[config.mk]
export PLATFORM = sky130hd
export DESIGN_NAME = wdg_timer
export DESIGN_NICKNAME = d
export VERILOG_FILES = /design/src/wdg_pkg.sv /design/src/wdg_timer.sv /design/src/wdg_osc_edge.sv
export SDC_FILE = /design/constraint.sdc
export NUM_CORES = 1
export LEC_CHECK = 0
export ABC_AREA = 1
export BUFFER_PORTS_ARGS = -buffer_cell sky130_fd_sc_hd__buf_2
export CELL_PAD_IN_SITES_DETAIL_PLACEMENT = 2
export CELL_PAD_IN_SITES_GLOBAL_PLACEMENT = 2
export CORE_MARGIN = 10
export CORE_UTILIZATION = 32
export DETAILED_ROUTE_END_ITERATION = 10
export GPL_ROUTABILITY_DRIVEN = 0
export MAX_ROUTING_LAYER = met4
export PLACE_DENSITY = 0.95
export SLEW_MARGIN = 20
export SYNTH_ARGS = -nofsm -noshare
export SYNTH_HDL_FRONTEND = slang
export SYNTH_SLANG_ARGS = --single-unit
[constraint.sdc]
create_clock -name i_clk_sys -period 4.5 [get_ports i_clk_sys]
set_input_delay 0.675 -clock i_clk_sys [delete_from_list [all_inputs] [get_ports i_clk_sys]]
set_output_delay 0.675 -clock i_clk_sys [all_outputs]
set_load 0.005 [all_outputs]
[src/wdg_pkg.sv]
// wdg_pkg: register map, field positions and timing constants of the
// watchdog timer; shared by the timer top, its checker and its testbench.
package wdg_pkg;
   // register byte addresses on the wishbone slave
   localparam logic [7:0]  ADR_CONTROL    = 8'h00;
   localparam logic [7:0]  ADR_COUNT      = 8'h04;
   // watchdog_control field positions
   localparam int          PERIOD_LSB     = 0;
   localparam int          PERIOD_MSB     = 2;
   localparam int          ENABLE_BIT     = 3;
   localparam int          UNLOCK_BIT     = 4;
   localparam int          CTRL_WIDTH     = 8;
   // reset values
   localparam logic [2:0]  PERIOD_RESET   = 3'h0;
   localparam logic        ENABLE_RESET   = 1'b0;
   // unlock window length in system clock cycles
   localparam logic [2:0]  UNLOCK_CYCLES  = 3'h4;
   // oscillator cycle count: 16K at code 000, doubling per code
   localparam int          BASE_LOG2      = 14;
   localparam int          COUNT_WIDTH    = 22;
endpackage : wdg_pkg

[src/wdg_timer.sv]
// wdg_timer: watchdog timer with guarded turn-off, reached over a classic
// wishbone slave; counts edges of a separate watchdog oscillator.
// assumes a single system clock and a restart pulse from the core.
//
// Chosen here: the address map and the Wishbone register port.
`timescale 1ns/1ns
`default_nettype none
// What this block does
// RULE1 - the counter advances on cycles of its own oscillator, not the system clock.
// RULE2 - the restart instruction clears the counter and starts a new period.
// RULE3 - when the period elapses without restart a system reset is requested.
// RULE4 - the 3-bit period select picks 16K doubling up to 2,048K oscillator cycles.
// RULE5 - control bit 3 enables the watchdog while one and disables it while zero.
// RULE6 - clearing the enable bit works only while the unlock bit is one.
// RULE7 - the unlock bit clears itself four system cycles after being set.
// RULE8 - software sets unlock and enable together, then clears enable in four cycles.
// RULE9 - control bits 7 to 5 are reserved and read as zero.
// RULE10 - software should restart the counter before enabling the watchdog.
// RULE11 - restart and time-out are passed safely between the two timing sources; here only the oscillator level is synchronized, both stay on i_clk_sys.
module wdg_timer
#(
   parameter int BASE_LOG2 = wdg_pkg::BASE_LOG2
)
(
   input  wire logic        i_clk_sys,
   input  wire logic        i_resetn,
   input  wire logic        i_wdt_osc,
   input  wire logic        i_watchdog_restart_instruction,
   input  wire logic        i_wb_cyc,
   input  wire logic        i_wb_stb,
   input  wire logic        i_wb_we,
   input  wire logic [7:0]  i_wb_adr,
   input  wire logic [3:0]  i_wb_sel,
   input  wire logic [31:0] i_wb_dat,
   output logic             o_wb_ack,
   output logic [31:0]      o_wb_dat,
   output logic             o_system_reset
);
   localparam int CW = wdg_pkg::COUNT_WIDTH;
   // last live cycle of the unlock window and the steps of both counters
   localparam logic [2:0]    WIN_LAST = 3'h1;
   localparam logic [2:0]    WIN_STEP = 3'h1;
   localparam logic [CW-1:0] CNT_STEP = {{(CW-1){1'b0}}, 1'b1};

   logic          osc_tick;
   logic          ack_reg;
   logic          ack_next;
   logic [31:0]   rdat_reg;
   logic [31:0]   rdat_next;
   logic [2:0]    period_reg;
   logic [2:0]    period_next;
   logic          enable_reg;
   logic          enable_next;
   logic          unlock_reg;
   logic          unlock_next;
   logic [2:0]    unlock_cnt_reg;
   logic [2:0]    unlock_cnt_next;
   logic [CW-1:0] count_reg;
   logic [CW-1:0] count_next;
   logic          rst_reg;
   logic          rst_next;
   logic          wr_ctrl;
   logic          expire;

   // last count value before time-out for a period code
   // counter is sized for the longest period, so the shift cannot overflow
   function automatic logic [CW-1:0] last_count(input logic [2:0] code);
      logic [CW-1:0] one;
      one = {{(CW-1){1'b0}}, 1'b1};
      last_count = (one << (BASE_LOG2 + int'(code))) - one;   // RULE4
   endfunction : last_count

   // control register image as software reads it
   // reserved bits stay zero because the image starts from an all-zero word
   function automatic logic [31:0] ctrl_image(input logic [2:0] per,
                                              input logic en,
                                              input logic unl);
      logic [31:0] v;
      v = 32'h0;                                     // RULE9
      v[wdg_pkg::PERIOD_MSB:wdg_pkg::PERIOD_LSB] = per;
      v[wdg_pkg::ENABLE_BIT] = en;
      v[wdg_pkg::UNLOCK_BIT] = unl;
      ctrl_image = v;
   endfunction : ctrl_image

   // oscillator level crosses into the system domain here
   // the edge stage adds three system cycles of latency to every tick
   wdg_osc_edge u_osc_edge
   (
      .i_clk_sys (i_clk_sys),
      .i_resetn  (i_resetn),
      .i_osc     (i_wdt_osc),
      .o_tick    (osc_tick)
   );

   // wishbone slave: ack one cycle after request, dropped the cycle after;
   // writes land on the edge the master samples ack, so no early effect
   // unmapped offsets still answer so a stray access cannot hang the core
   always_comb
   begin
      ack_next  = i_wb_cyc & i_wb_stb & ~ack_reg;
      rdat_next = rdat_reg;
      if (i_wb_cyc && i_wb_stb && !ack_reg)
      begin
         unique case (i_wb_adr)
            wdg_pkg::ADR_CONTROL:
               rdat_next = ctrl_image(period_reg, enable_reg, unlock_reg);
            wdg_pkg::ADR_COUNT:
               rdat_next = {{(32-CW){1'b0}}, count_reg};
            default:
               rdat_next = 32'h0;                    // unmapped reads zero
         endcase
      end
      wr_ctrl = ack_reg & i_wb_cyc & i_wb_stb & i_wb_we & i_wb_sel[0]
                & (i_wb_adr == wdg_pkg::ADR_CONTROL);
   end

   // ack and read data clear on reset so no stale word is seen
   always_ff @(posedge i_clk_sys or negedge i_resetn)
   begin
      if (!i_resetn)
      begin
         ack_reg  <= 1'b0;
         rdat_reg <= 32'h0;
      end
      else
      begin
         ack_reg  <= ack_next;
         rdat_reg <= rdat_next;
      end
   end

   // control bits and the unlock window
   // a write landing in the window's last cycle still clears enable
   always_comb
   begin
      period_next     = period_reg;
      enable_next     = enable_reg;
      unlock_next     = unlock_reg;
      unlock_cnt_next = unlock_cnt_reg;
      // window runs down; last cycle drops the unlock bit
      if (unlock_reg)
      begin
         if (unlock_cnt_reg == WIN_LAST)
            unlock_next = 1'b0;                      // RULE7
         unlock_cnt_next = unlock_cnt_reg - WIN_STEP;
      end
      if (wr_ctrl)
      begin
         period_next = i_wb_dat[wdg_pkg::PERIOD_MSB:wdg_pkg::PERIOD_LSB];
         // setting enable always works; clearing needs an open window
         if (i_wb_dat[wdg_pkg::ENABLE_BIT])
            enable_next = 1'b1;                      // RULE5
         else if (unlock_reg)
            enable_next = 1'b0;                      // RULE6
         // a write setting unlock together with enable opens the window
         if (i_wb_dat[wdg_pkg::UNLOCK_BIT] && i_wb_dat[wdg_pkg::ENABLE_BIT])
         begin
            unlock_next     = 1'b1;                  // RULE8
            unlock_cnt_next = wdg_pkg::UNLOCK_CYCLES;
         end
      end
   end

   // reset leaves the watchdog off with the window shut
   always_ff @(posedge i_clk_sys or negedge i_resetn)
   begin
      if (!i_resetn)
      begin
         period_reg     <= wdg_pkg::PERIOD_RESET;
         enable_reg     <= wdg_pkg::ENABLE_RESET;
         unlock_reg     <= 1'b0;
         unlock_cnt_reg <= 3'h0;
      end
      else
      begin
         period_reg     <= period_next;
         enable_reg     <= enable_next;
         unlock_reg     <= unlock_next;
         unlock_cnt_reg <= unlock_cnt_next;
      end
   end

   // counter: frozen while disabled and not cleared, so enabling without
   // a restart resumes from a stale value
   // restart is tested first so a kick in the expiry cycle always wins
   always_comb
   begin
      expire     = enable_reg & osc_tick & (count_reg >= last_count(period_reg));
      count_next = count_reg;
      rst_next   = 1'b0;
      if (i_watchdog_restart_instruction)
         count_next = '0;                            // RULE2
      else if (expire)
      begin
         count_next = '0;
         rst_next   = 1'b1;                          // RULE3
      end
      else if (enable_reg && osc_tick)
         count_next = count_reg + CNT_STEP;          // RULE1
   end

   // count and reset pulse clear on reset; the pulse never starts high
   always_ff @(posedge i_clk_sys or negedge i_resetn)
   begin
      if (!i_resetn)
      begin
         count_reg <= '0;
         rst_reg   <= 1'b0;
      end
      else
      begin
         count_reg <= count_next;
         rst_reg   <= rst_next;
      end
   end

   // outputs are taken straight from flip-flops
   assign o_wb_ack       = ack_reg;
   assign o_wb_dat       = rdat_reg;
   assign o_system_reset = rst_reg;
endmodule : wdg_timer
`default_nettype wire

[src/wdg_osc_edge.sv]
// wdg_osc_edge: brings the free-running watchdog oscillator level into
// the system clock domain and emits one pulse per rising oscillator edge.
// assumes the oscillator runs well below half the system clock rate.
`timescale 1ns/1ns
`default_nettype none
module wdg_osc_edge
(
   input  wire logic i_clk_sys,
   input  wire logic i_resetn,
   input  wire logic i_osc,
   output logic      o_tick
);
   logic [2:0] sync_reg;
   logic [2:0] sync_next;
   logic       tick_reg;
   logic       tick_next;

   // stage 0 is only read by stage 1; edge taken from stages 1 and 2
   always_comb
   begin
      sync_next = {sync_reg[1:0], i_osc};           // RULE11
      tick_next = sync_reg[1] & ~sync_reg[2];       // RULE1
   end

   always_ff @(posedge i_clk_sys or negedge i_resetn)
   begin
      if (!i_resetn)
      begin
         sync_reg <= 3'h0;
         tick_reg <= 1'b0;
      end
      else
      begin
         sync_reg <= sync_next;
         tick_reg <= tick_next;
      end
   end

   assign o_tick = tick_reg;
endmodule : wdg_osc_edge
`default_nettype wire

==> metrics, run 1 <==
outcome=finished clean; largest net degree at the start of global routing=59; Yosys cell types=31; Syn Inst Count=505; Die Area=15900 sq um; Critical Path Fanout Max=20; CTS HTree Levels=3; Slowest Stage Delay on Critical Path=460 ps; final worst-path cycle share=78.6%; total wire length=14.8 mm; GRT overflow=0; Ys Warns=0; FP Rows=38; crit-path cells=inv_1, ha_1, nor2_1, nand2_1, ha_1, nand2_1, nor2_1, nand2_1, inv_1, nand2_1, nand3_1, nand2_1, nand2_1, nand2_1; post-synthesis sequential area ratio=40.2%; clock transition at the registers of the reported paths=50 ps; Slew @ Worst Pin=1040 ps; number of global-route vias before repair=4215; dpl cells=681; fin cells=697; register area=1450 sq um; Required @ worst endpoint=4720 ps; Max stage delay cell, worst path=nand2_1; Final #Nets=625; relative slew slack=30.7%; Post-CTS Hold Fix Bufs=0; PwrDens=305 nW/um^2; first-pass GRT wire length=24.0 mm; max-cap violation count=0; hold path start=u_osc_edge.sync_reg[0]; post-synthesis register bit count=58; setup_tns=0 ps; final setup fails=0; TritonCTS Buffers=9; Most common cell on crit path=nand2_1; R2R setup slack=960 ps; nature of the critical path startpoint=flip-flop; CTS max path bufs=2; Clk Latency, worst-skew pair=350 ps; RSZ-0062 raised after global routing=false; maximum VDD drop=0.166 mV; Final ANT Viol Nets=0; Syn Std Cell Area=3610 sq um; worst hold path class=reg -> reg; Setup crit start=period_reg[1]; Pleak=0.00215 uW; fin worst setup slack=961 ps; ANT cells=0; share of layout cells above drive strength 1=13.5%; clk sinks=58; Slew Limit Fails=0; FMAX=0.283 GHz; root buf cell=clkbuf_16; footprint of the multi-input gates=1930 sq um; via count=3658; Synth Area per Inst=7.16 sq um; Worst EP arrival=3760 ps; area of the core=10900 sq um; port bufs=44; Power Total=1290 uW; synthesis-to-finish area growth=16.9%; # IOs=85; Hold Fails Final Rpt=0; CP endpoint kind=flip-flop; via/cell ratio=5.25; Final HPWL DP=9.98 mm; DRT Pass-1 Iters=4; DP Worst Slack=1170 ps; cts repair resizes=0; DRC=0; fin crit period=3540 ps; Fill cells=1299; CTS tree=yes; Starting Density=33.1%; r2r startpoint=period_reg[1]; All-Layer GR Usage=19.5%; Die Y=126 um; Setup CP Type=reg -> reg; Post-CTS Setup Inserts=0; initial antenna violation count=0; initial DRC count=241; Wirelength per Cell=21.3 um; Final Skew=7.04 ps; die width=126 um
[per-layer routing]
metal	track usage (%)	vias to the layer above	part of all wire, %
li1	-	1661	-
met1	22.0	1881	43
met2	33.0	82	51
met3	3.27	34	3.3
met4	9.11	0	3.2
met5	-	-	0
[cells by family (layout without fill, tap and decap cells)]
logic type	count (synthesis)	in the layout	synth area share, %
compound gates	52	52	7.86
xor+xnor	9	9	2.18
fa+ha+maj	22	22	7.61
buf+inv	64	104	7.86
flops	58	58	40.2
other cells	1	13	0.104
simple gates	299	299	34.2
[through the flow]
stage          hold WS (ps)  util (%)  cell area, sq um
6_report                348      38.6              4230
5_1_grt                 352      38.6              4230
4_1_cts                 351      38.6              4230
3_5_place_dp            339      36.1              3950
3_3_place_gp            336      36.1              3950
2_1_floorplan           331         -              3660
[cells in the mapped netlist (all sizes together)]
| cell type | number | area (sq um) |
|---|---|---|
| o21bai | 1 | 7.51 |
| a21boi | 1 | 7.51 |
| or2 | 1 | 6.26 |
| o21a | 2 | 15.0 |
| nand3 | 22 | 115 |
| clkbuf | 7 | 26.3 |
| nor3b | 1 | 18.8 |
| ha | 22 | 275 |
| nand4 | 6 | 43.8 |
| inv | 41 | 154 |
| nand2 | 185 | 702 |
| nor3 | 2 | 21.3 |
| clkinv | 1 | 3.75 |
| o21ai | 19 | 98.9 |
| buf | 15 | 100 |
| xnor2 | 4 | 35.0 |
| o31ai | 4 | 30.0 |
| dfrtp | 58 | 1450 |
| a21oi | 25 | 125 |
| xor2 | 5 | 43.8 |
| nor2 | 82 | 330 |
| conb | 1 | 3.75 |
[layout make-up]
| type | count | area share, % |
|---|---|---|
| repair buffers | 46 | 5.57 |
| clock inverters | 3 | 0.947 |
| inverters | 42 | 3.73 |
| flip-flops and latches | 58 | 34.3 |
| multi-input cells | 395 | 45.6 |
| well taps | 140 | 4.14 |
| clock buffers | 13 | 5.68 |
[final timing paths]
kind | to | cells past startpoint
worst max-delay path | count_reg[21] | 14
worst min-delay path | u_osc_edge.sync_reg[1] | 0
worst max register to register | count_reg[21] | 14
worst min register to register | u_osc_edge.sync_reg[1] | 0
max in group asynchronous | count_reg[9] | 2
min in group asynchronous | o_wb_dat[14] | 2
[worst max-delay path: cells and delay by family, from the launching register on]
family                   cells  cell delay [ps]
buffers and inverters        2              280
AND/OR/NAND/NOR             10             1980
adder cells (fa/ha/maj)      2              720
flip-flops                   1              420
[cells in the final DEF, fill, tap and decap left out, drive strengths merged]
cell type  synthesis  layout
a21boi             1       1
a21oi             25      25
buf               15      46
bufinv             0       1
clkbuf             7      13
clkinv             1       3
conb               1      13
dfrtp             58      58
ha                22      22
inv               41      41
nand2            185     185
nand3             22      22
nand4              6       6
nor2              82      82
nor3               2       2
nor3b              1       1
o21a               2       2
o21ai             19      19
o21bai             1       1
o31ai              4       4
or2                1       1
xnor2              4       4
xor2               5       5
[power breakdown]
group,leakage [uW],switching [uW],total [uW],internal [uW]
sequential,0.000776,5.95,538,532
clock,0.000138,260,688,427
combinational,0.00124,44.8,64.8,20.0
total,0.00215,311,1290,979
No activity file was read; power rests on OpenSTA's default activity.
==> run 2, diff against run 1 <==
Settings changed: CORE_UTILIZATION 32 to 27, PLACE_DENSITY 0.95 to 0.87.
Clock period 4.5 ns to 3.2 ns, I/O delays scaled along.
==> metrics, run 2 (same netlist as run 1, synthesis figures left out) <==
DP Worst Slack=231 ps; area of the core=13200 sq um; FMAX=0.347 GHz; DRT Pass-1 Iters=4; RR Endpoint=count_reg[13]; Starting Density=27.4%; Final HPWL DP=9.72 mm; Fill cells=1571; final setup fails=0; share of layout cells above drive strength 1=14.6%; port bufs=44; synthesis-to-finish area growth=18.7%; net load switching power=414 uW; number of global-route vias before repair=3917; via count=3442; Die Area=18400 sq um; Reg power frac=43.7%; worst hold path class=in -> async; Final Skew=8.98 ps; Slew Limit Fails=0; DRC=0; GRT overflow=0; most frequent cells in the layout=nand2_1 (182), nor2_1 (76), dfrtp_1 (57); # IOs=85; Final ANT Viol Nets=0; fin worst setup slack=319 ps; Setup CP Type=reg -> reg; clock transition at the registers of the reported paths=60 ps; root buf cell=clkbuf_16; Comb pwr share=5.0%; CP endpoint kind=flip-flop; outcome=finished clean; switching fraction of total power=23.9%; fin crit period=2880 ps; Post-CTS Setup Inserts=0; most common cell after layout, fill and taps aside=nand2_1; first-pass GRT wire length=20.6 mm; RSZ-0062 raised after global routing=false; CTS HTree Levels=3; clk sinks=58; initial DRC count=189; Hold Fails Final Rpt=0; Die Y=136 um; setup_tns=0 ps; FP Rows=42; Clk pwr share=51.4%; PwrDens=403 nW/um^2; Layout Utilization=32.5%; total wire length=12.4 mm; final worst-path cycle share=90.0%; die width=136 um; Wirelength per Cell=16.9 um; Power Total=1730 uW; Final #Nets=628; TritonCTS Buffers=9; Pleak=0.00216 uW; via/cell ratio=4.68; Critical Path Fanout Max=15; maximum VDD drop=0.227 mV; max-cap violation count=0; largest net degree at the start of global routing=49; Int Pwr=1320 uW; Required @ worst endpoint=3470 ps; Clk Latency, worst-skew pair=340 ps; Slew @ Worst Pin=970 ps; ANT cells=0; initial antenna violation count=0; R2R setup slack=320 ps; relative slew slack=35.3%; Worst Reg2Reg Path Length in Cells=17; nature of the critical path startpoint=flip-flop; CTS max path bufs=2; Worst EP arrival=3150 ps; All-Layer GR Usage=14.6%; r2r startpoint=period_reg[1]; CTS tree=yes
## run 2: changes by cell type in the layout (fill, tap and decap cells not counted), sizes merged
cell / before / now
clkbuf: 13 / 11
buf: 46 / 49
clkinv: 3 / 4
bufinv: 1 / 0
clkinvlp: 0 / 2
## run 2: layout make-up
cell class                 count  area [sq um]  area share [%]
timing repair buffer          49           260            6.07
sequential                    58          1450            33.9
multi-input combinational    395          1930            44.9
clock inverter                 5          30.0           0.700
inverter                      42           158            3.67
tap                          176           220            5.13
clock buffer                  11           243            5.66
## run 2: per-stage QoR
stage / area (sq um) / std cells / hold slack [ps]
2_1_floorplan: 3660 / 517 / 184
6_report: 4290 / 736 / 160
3_3_place_gp: 4010 / 720 / 333
3_5_place_dp: 4010 / 720 / 340
5_1_grt: 4290 / 736 / 210
4_1_cts: 4290 / 736 / 233
## run 2: critical path: stages, from the launching register on
cell     delay, ps
dfrtp_2        430
inv_1          140
ha_1           360
inv_1          100
nor2_1         110
inv_1           70
a21oi_1        210
ha_1           310
a21oi_1        160
nand2_1         60
nand2_1         60
nand2_1         50
nand2_1        140
nand3_1         90
nand2_1         80
buf_4          230
nand2_1        110
nand2_1         80
## run 2: metal layers
| metal | track usage [%] | vias up | part of all wire [%] |
|---|---|---|---|
| met3 | 3.56 | 15 | 4.0 |
| met1 | 15.5 | 1715 | 42 |
| li1 | - | 1665 | - |
| met5 | - | - | 0 |
| met4 | 5.32 | 0 | 2.0 |
| met2 | 25.8 | 47 | 52 |
## run 2: worst max-delay path by stage
stage	startpoint	to	cells after the start
finish	period_reg[1]	count_reg[13]	17
global route	period_reg[1]	count_reg[13]	17
CTS	period_reg[1]	count_reg[13]	17
detailed placement	period_reg[1]	count_reg[13]	17
global placement	period_reg[1]	count_reg[15]	17
floorplan	period_reg[1]	count_reg[19]	15
## run 2: power groups by stage
stage               registers [uW]  clock network, uW  logic [uW]
finish                         756                889        85.7
global route                   757                943        99.4
CTS                            755                916        88.4
detailed placement             769                  0        87.1
global placement               768                  0        82.9
floorplan                      768                  0        42.9
## run 2: timing repair
action | in CTS | in global routing
endpoints found under the setup margin | 0 | 3
hold buffers | 0 | 0
resized for setup | 0 | 1
==> run 3, diff against run 2 <==
Settings changed: REMOVE_ABC_BUFFERS from default to 1.
==> metrics, run 3 (same netlist as run 1, synthesis figures left out) <==
outcome=finished clean; TritonCTS Buffers=9; CTS HTree Levels=3; Clk pwr share=52.1%; die width=136 um; crit-path cells=inv_1, ha_1, inv_1, nor2_1, inv_1, nand2_1, ha_1, nand2_1, inv_1, nand2_1, nand2_1, a21oi_1, nand3_1, nand2_1, buf_4, nand2_1, nand2_1; RSZ-0062 raised after global routing=false; met2 usage=27.3%; Die Y=136 um; Slew Limit Fails=0; synthesis-to-finish area growth=18.7%; total wire length=13.0 mm; initial antenna violation count=0; Final Skew=6.03 ps; FMAX=0.335 GHz; Hold Fails Final Rpt=0; Global Route met1 Usage=15.9%; number of global-route vias before repair=4094; Critical Path Fanout Max=20; final setup fails=0; Slew @ Worst Pin=949 ps; largest net degree at the start of global routing=40; Clk Latency, worst-skew pair=340 ps; Layout Utilization=32.5%; Finished Cell Area=4290 sq um; nature of the critical path startpoint=flip-flop; ANT cells=0; GRT overflow=0; Die Area=18400 sq um; max-cap violation count=0; first-pass GRT wire length=21.4 mm; Power Total=1770 uW; DRT Pass-1 Iters=4; Starting Density=27.4%; Slowest Stage Delay on Critical Path=420 ps; Int Pwr=1320 uW; All-Layer GR Usage=15.2%; most common cell after layout, fill and taps aside=nand2_1; Most common cell on crit path=nand2_1; Post-CTS Hold Fix Bufs=0; fin crit period=2980 ps; Final HPWL DP=9.43 mm; clk sinks=58; GRT busiest layer=met2; CTS tree=yes; met3 GRT Util=3.26%; Setup CP Type=reg -> reg; dpl cell area=4010 sq um; setup_tns=0 ps; FP Rows=42; port bufs=44; share of layout cells above drive strength 1=14.5%; Post-CTS Setup Inserts=0; final worst-path cycle share=93.3%; net load switching power=446 uW; Required @ worst endpoint=3480 ps; CP endpoint kind=flip-flop; most frequent cells in the layout=nand2_1 (182), nor2_1 (77), dfrtp_1 (58); clock transition at the registers of the reported paths=60 ps; Comb pwr share=5.1%; fin cells=736; worst hold path class=in -> reg; # IOs=85; Max stage delay cell, worst path=dfrtp_1; maximum VDD drop=0.234 mV; cts repair resizes=0; PwrDens=412 nW/um^2; Pleak=0.00216 uW; Final #Nets=628; relative slew slack=36.7%; via/cell ratio=4.81; CTS max path bufs=2; area of the core=13200 sq um; switching fraction of total power=25.3%; Final ANT Viol Nets=0; dpl cells=720; Reg power frac=42.8%; DRC=0; Wirelength per Cell=17.7 um; root buf cell=clkbuf_16; initial DRC count=155; Worst EP arrival=3260 ps; via count=3542
[run 3: final timing paths]
check / slack [ps] / start / depth (start not counted) / endpoint
setup / recovery: 220 / period_reg[1] / 17 / count_reg[12]
hold / removal: 250 / i_wdt_osc / 1 / u_osc_edge.sync_reg[0]
setup reg to reg: 220 / period_reg[1] / 17 / count_reg[12]
hold reg to reg: 350 / u_osc_edge.sync_reg[0] / 0 / u_osc_edge.sync_reg[1]
max in group asynchronous: 2070 / i_resetn / 2 / o_wb_dat[3]
min in group asynchronous: 290 / i_resetn / 1 / o_wb_dat[11]
[run 3: power by group through the flow]
stage                     logic (uW)  clock network, uW  registers, uW
after CTS                       92.1                943            756
after floorplan                 31.5                  0            768
after detailed placement        91.6                  0            769
final                           90.9                921            756
after global placement          84.8                  0            768
after global routing             104                987            757
[run 3: area by class of cell]
type / count / area [sq um]
fillers: 1573 / 8900
multi-input cells: 395 / 1920
flip-flops and latches: 58 / 1450
repair buffers: 49 / 258
clock buffers: 10 / 239
well taps: 176 / 220
inverters: 42 / 158
clock inverters: 6 / 41.3
[run 3: metal layers]
layer / wire length, um / vias to the layer above
met2: 6960 / 60
met4: 320 / 0
li1: - / 1667
met1: 5370 / 1786
met3: 390 / 29
met5: 0 / -
[run 3: worst max-delay path: cells and delay by family (launching register included)]
kind | cells | cell delay [ps]
fa+ha+maj | 2 | 660
compound gates | 1 | 240
flops | 1 | 420
buf+inv | 5 | 720
simple gates | 9 | 860
[run 3: stage by stage]
step                      hold WS [ps]  worst slack, ps
after floorplan                    184              820
after global placement             335              516
after detailed placement           339              311
after CTS                          240              214
after global routing               246             49.3
final                              251              215
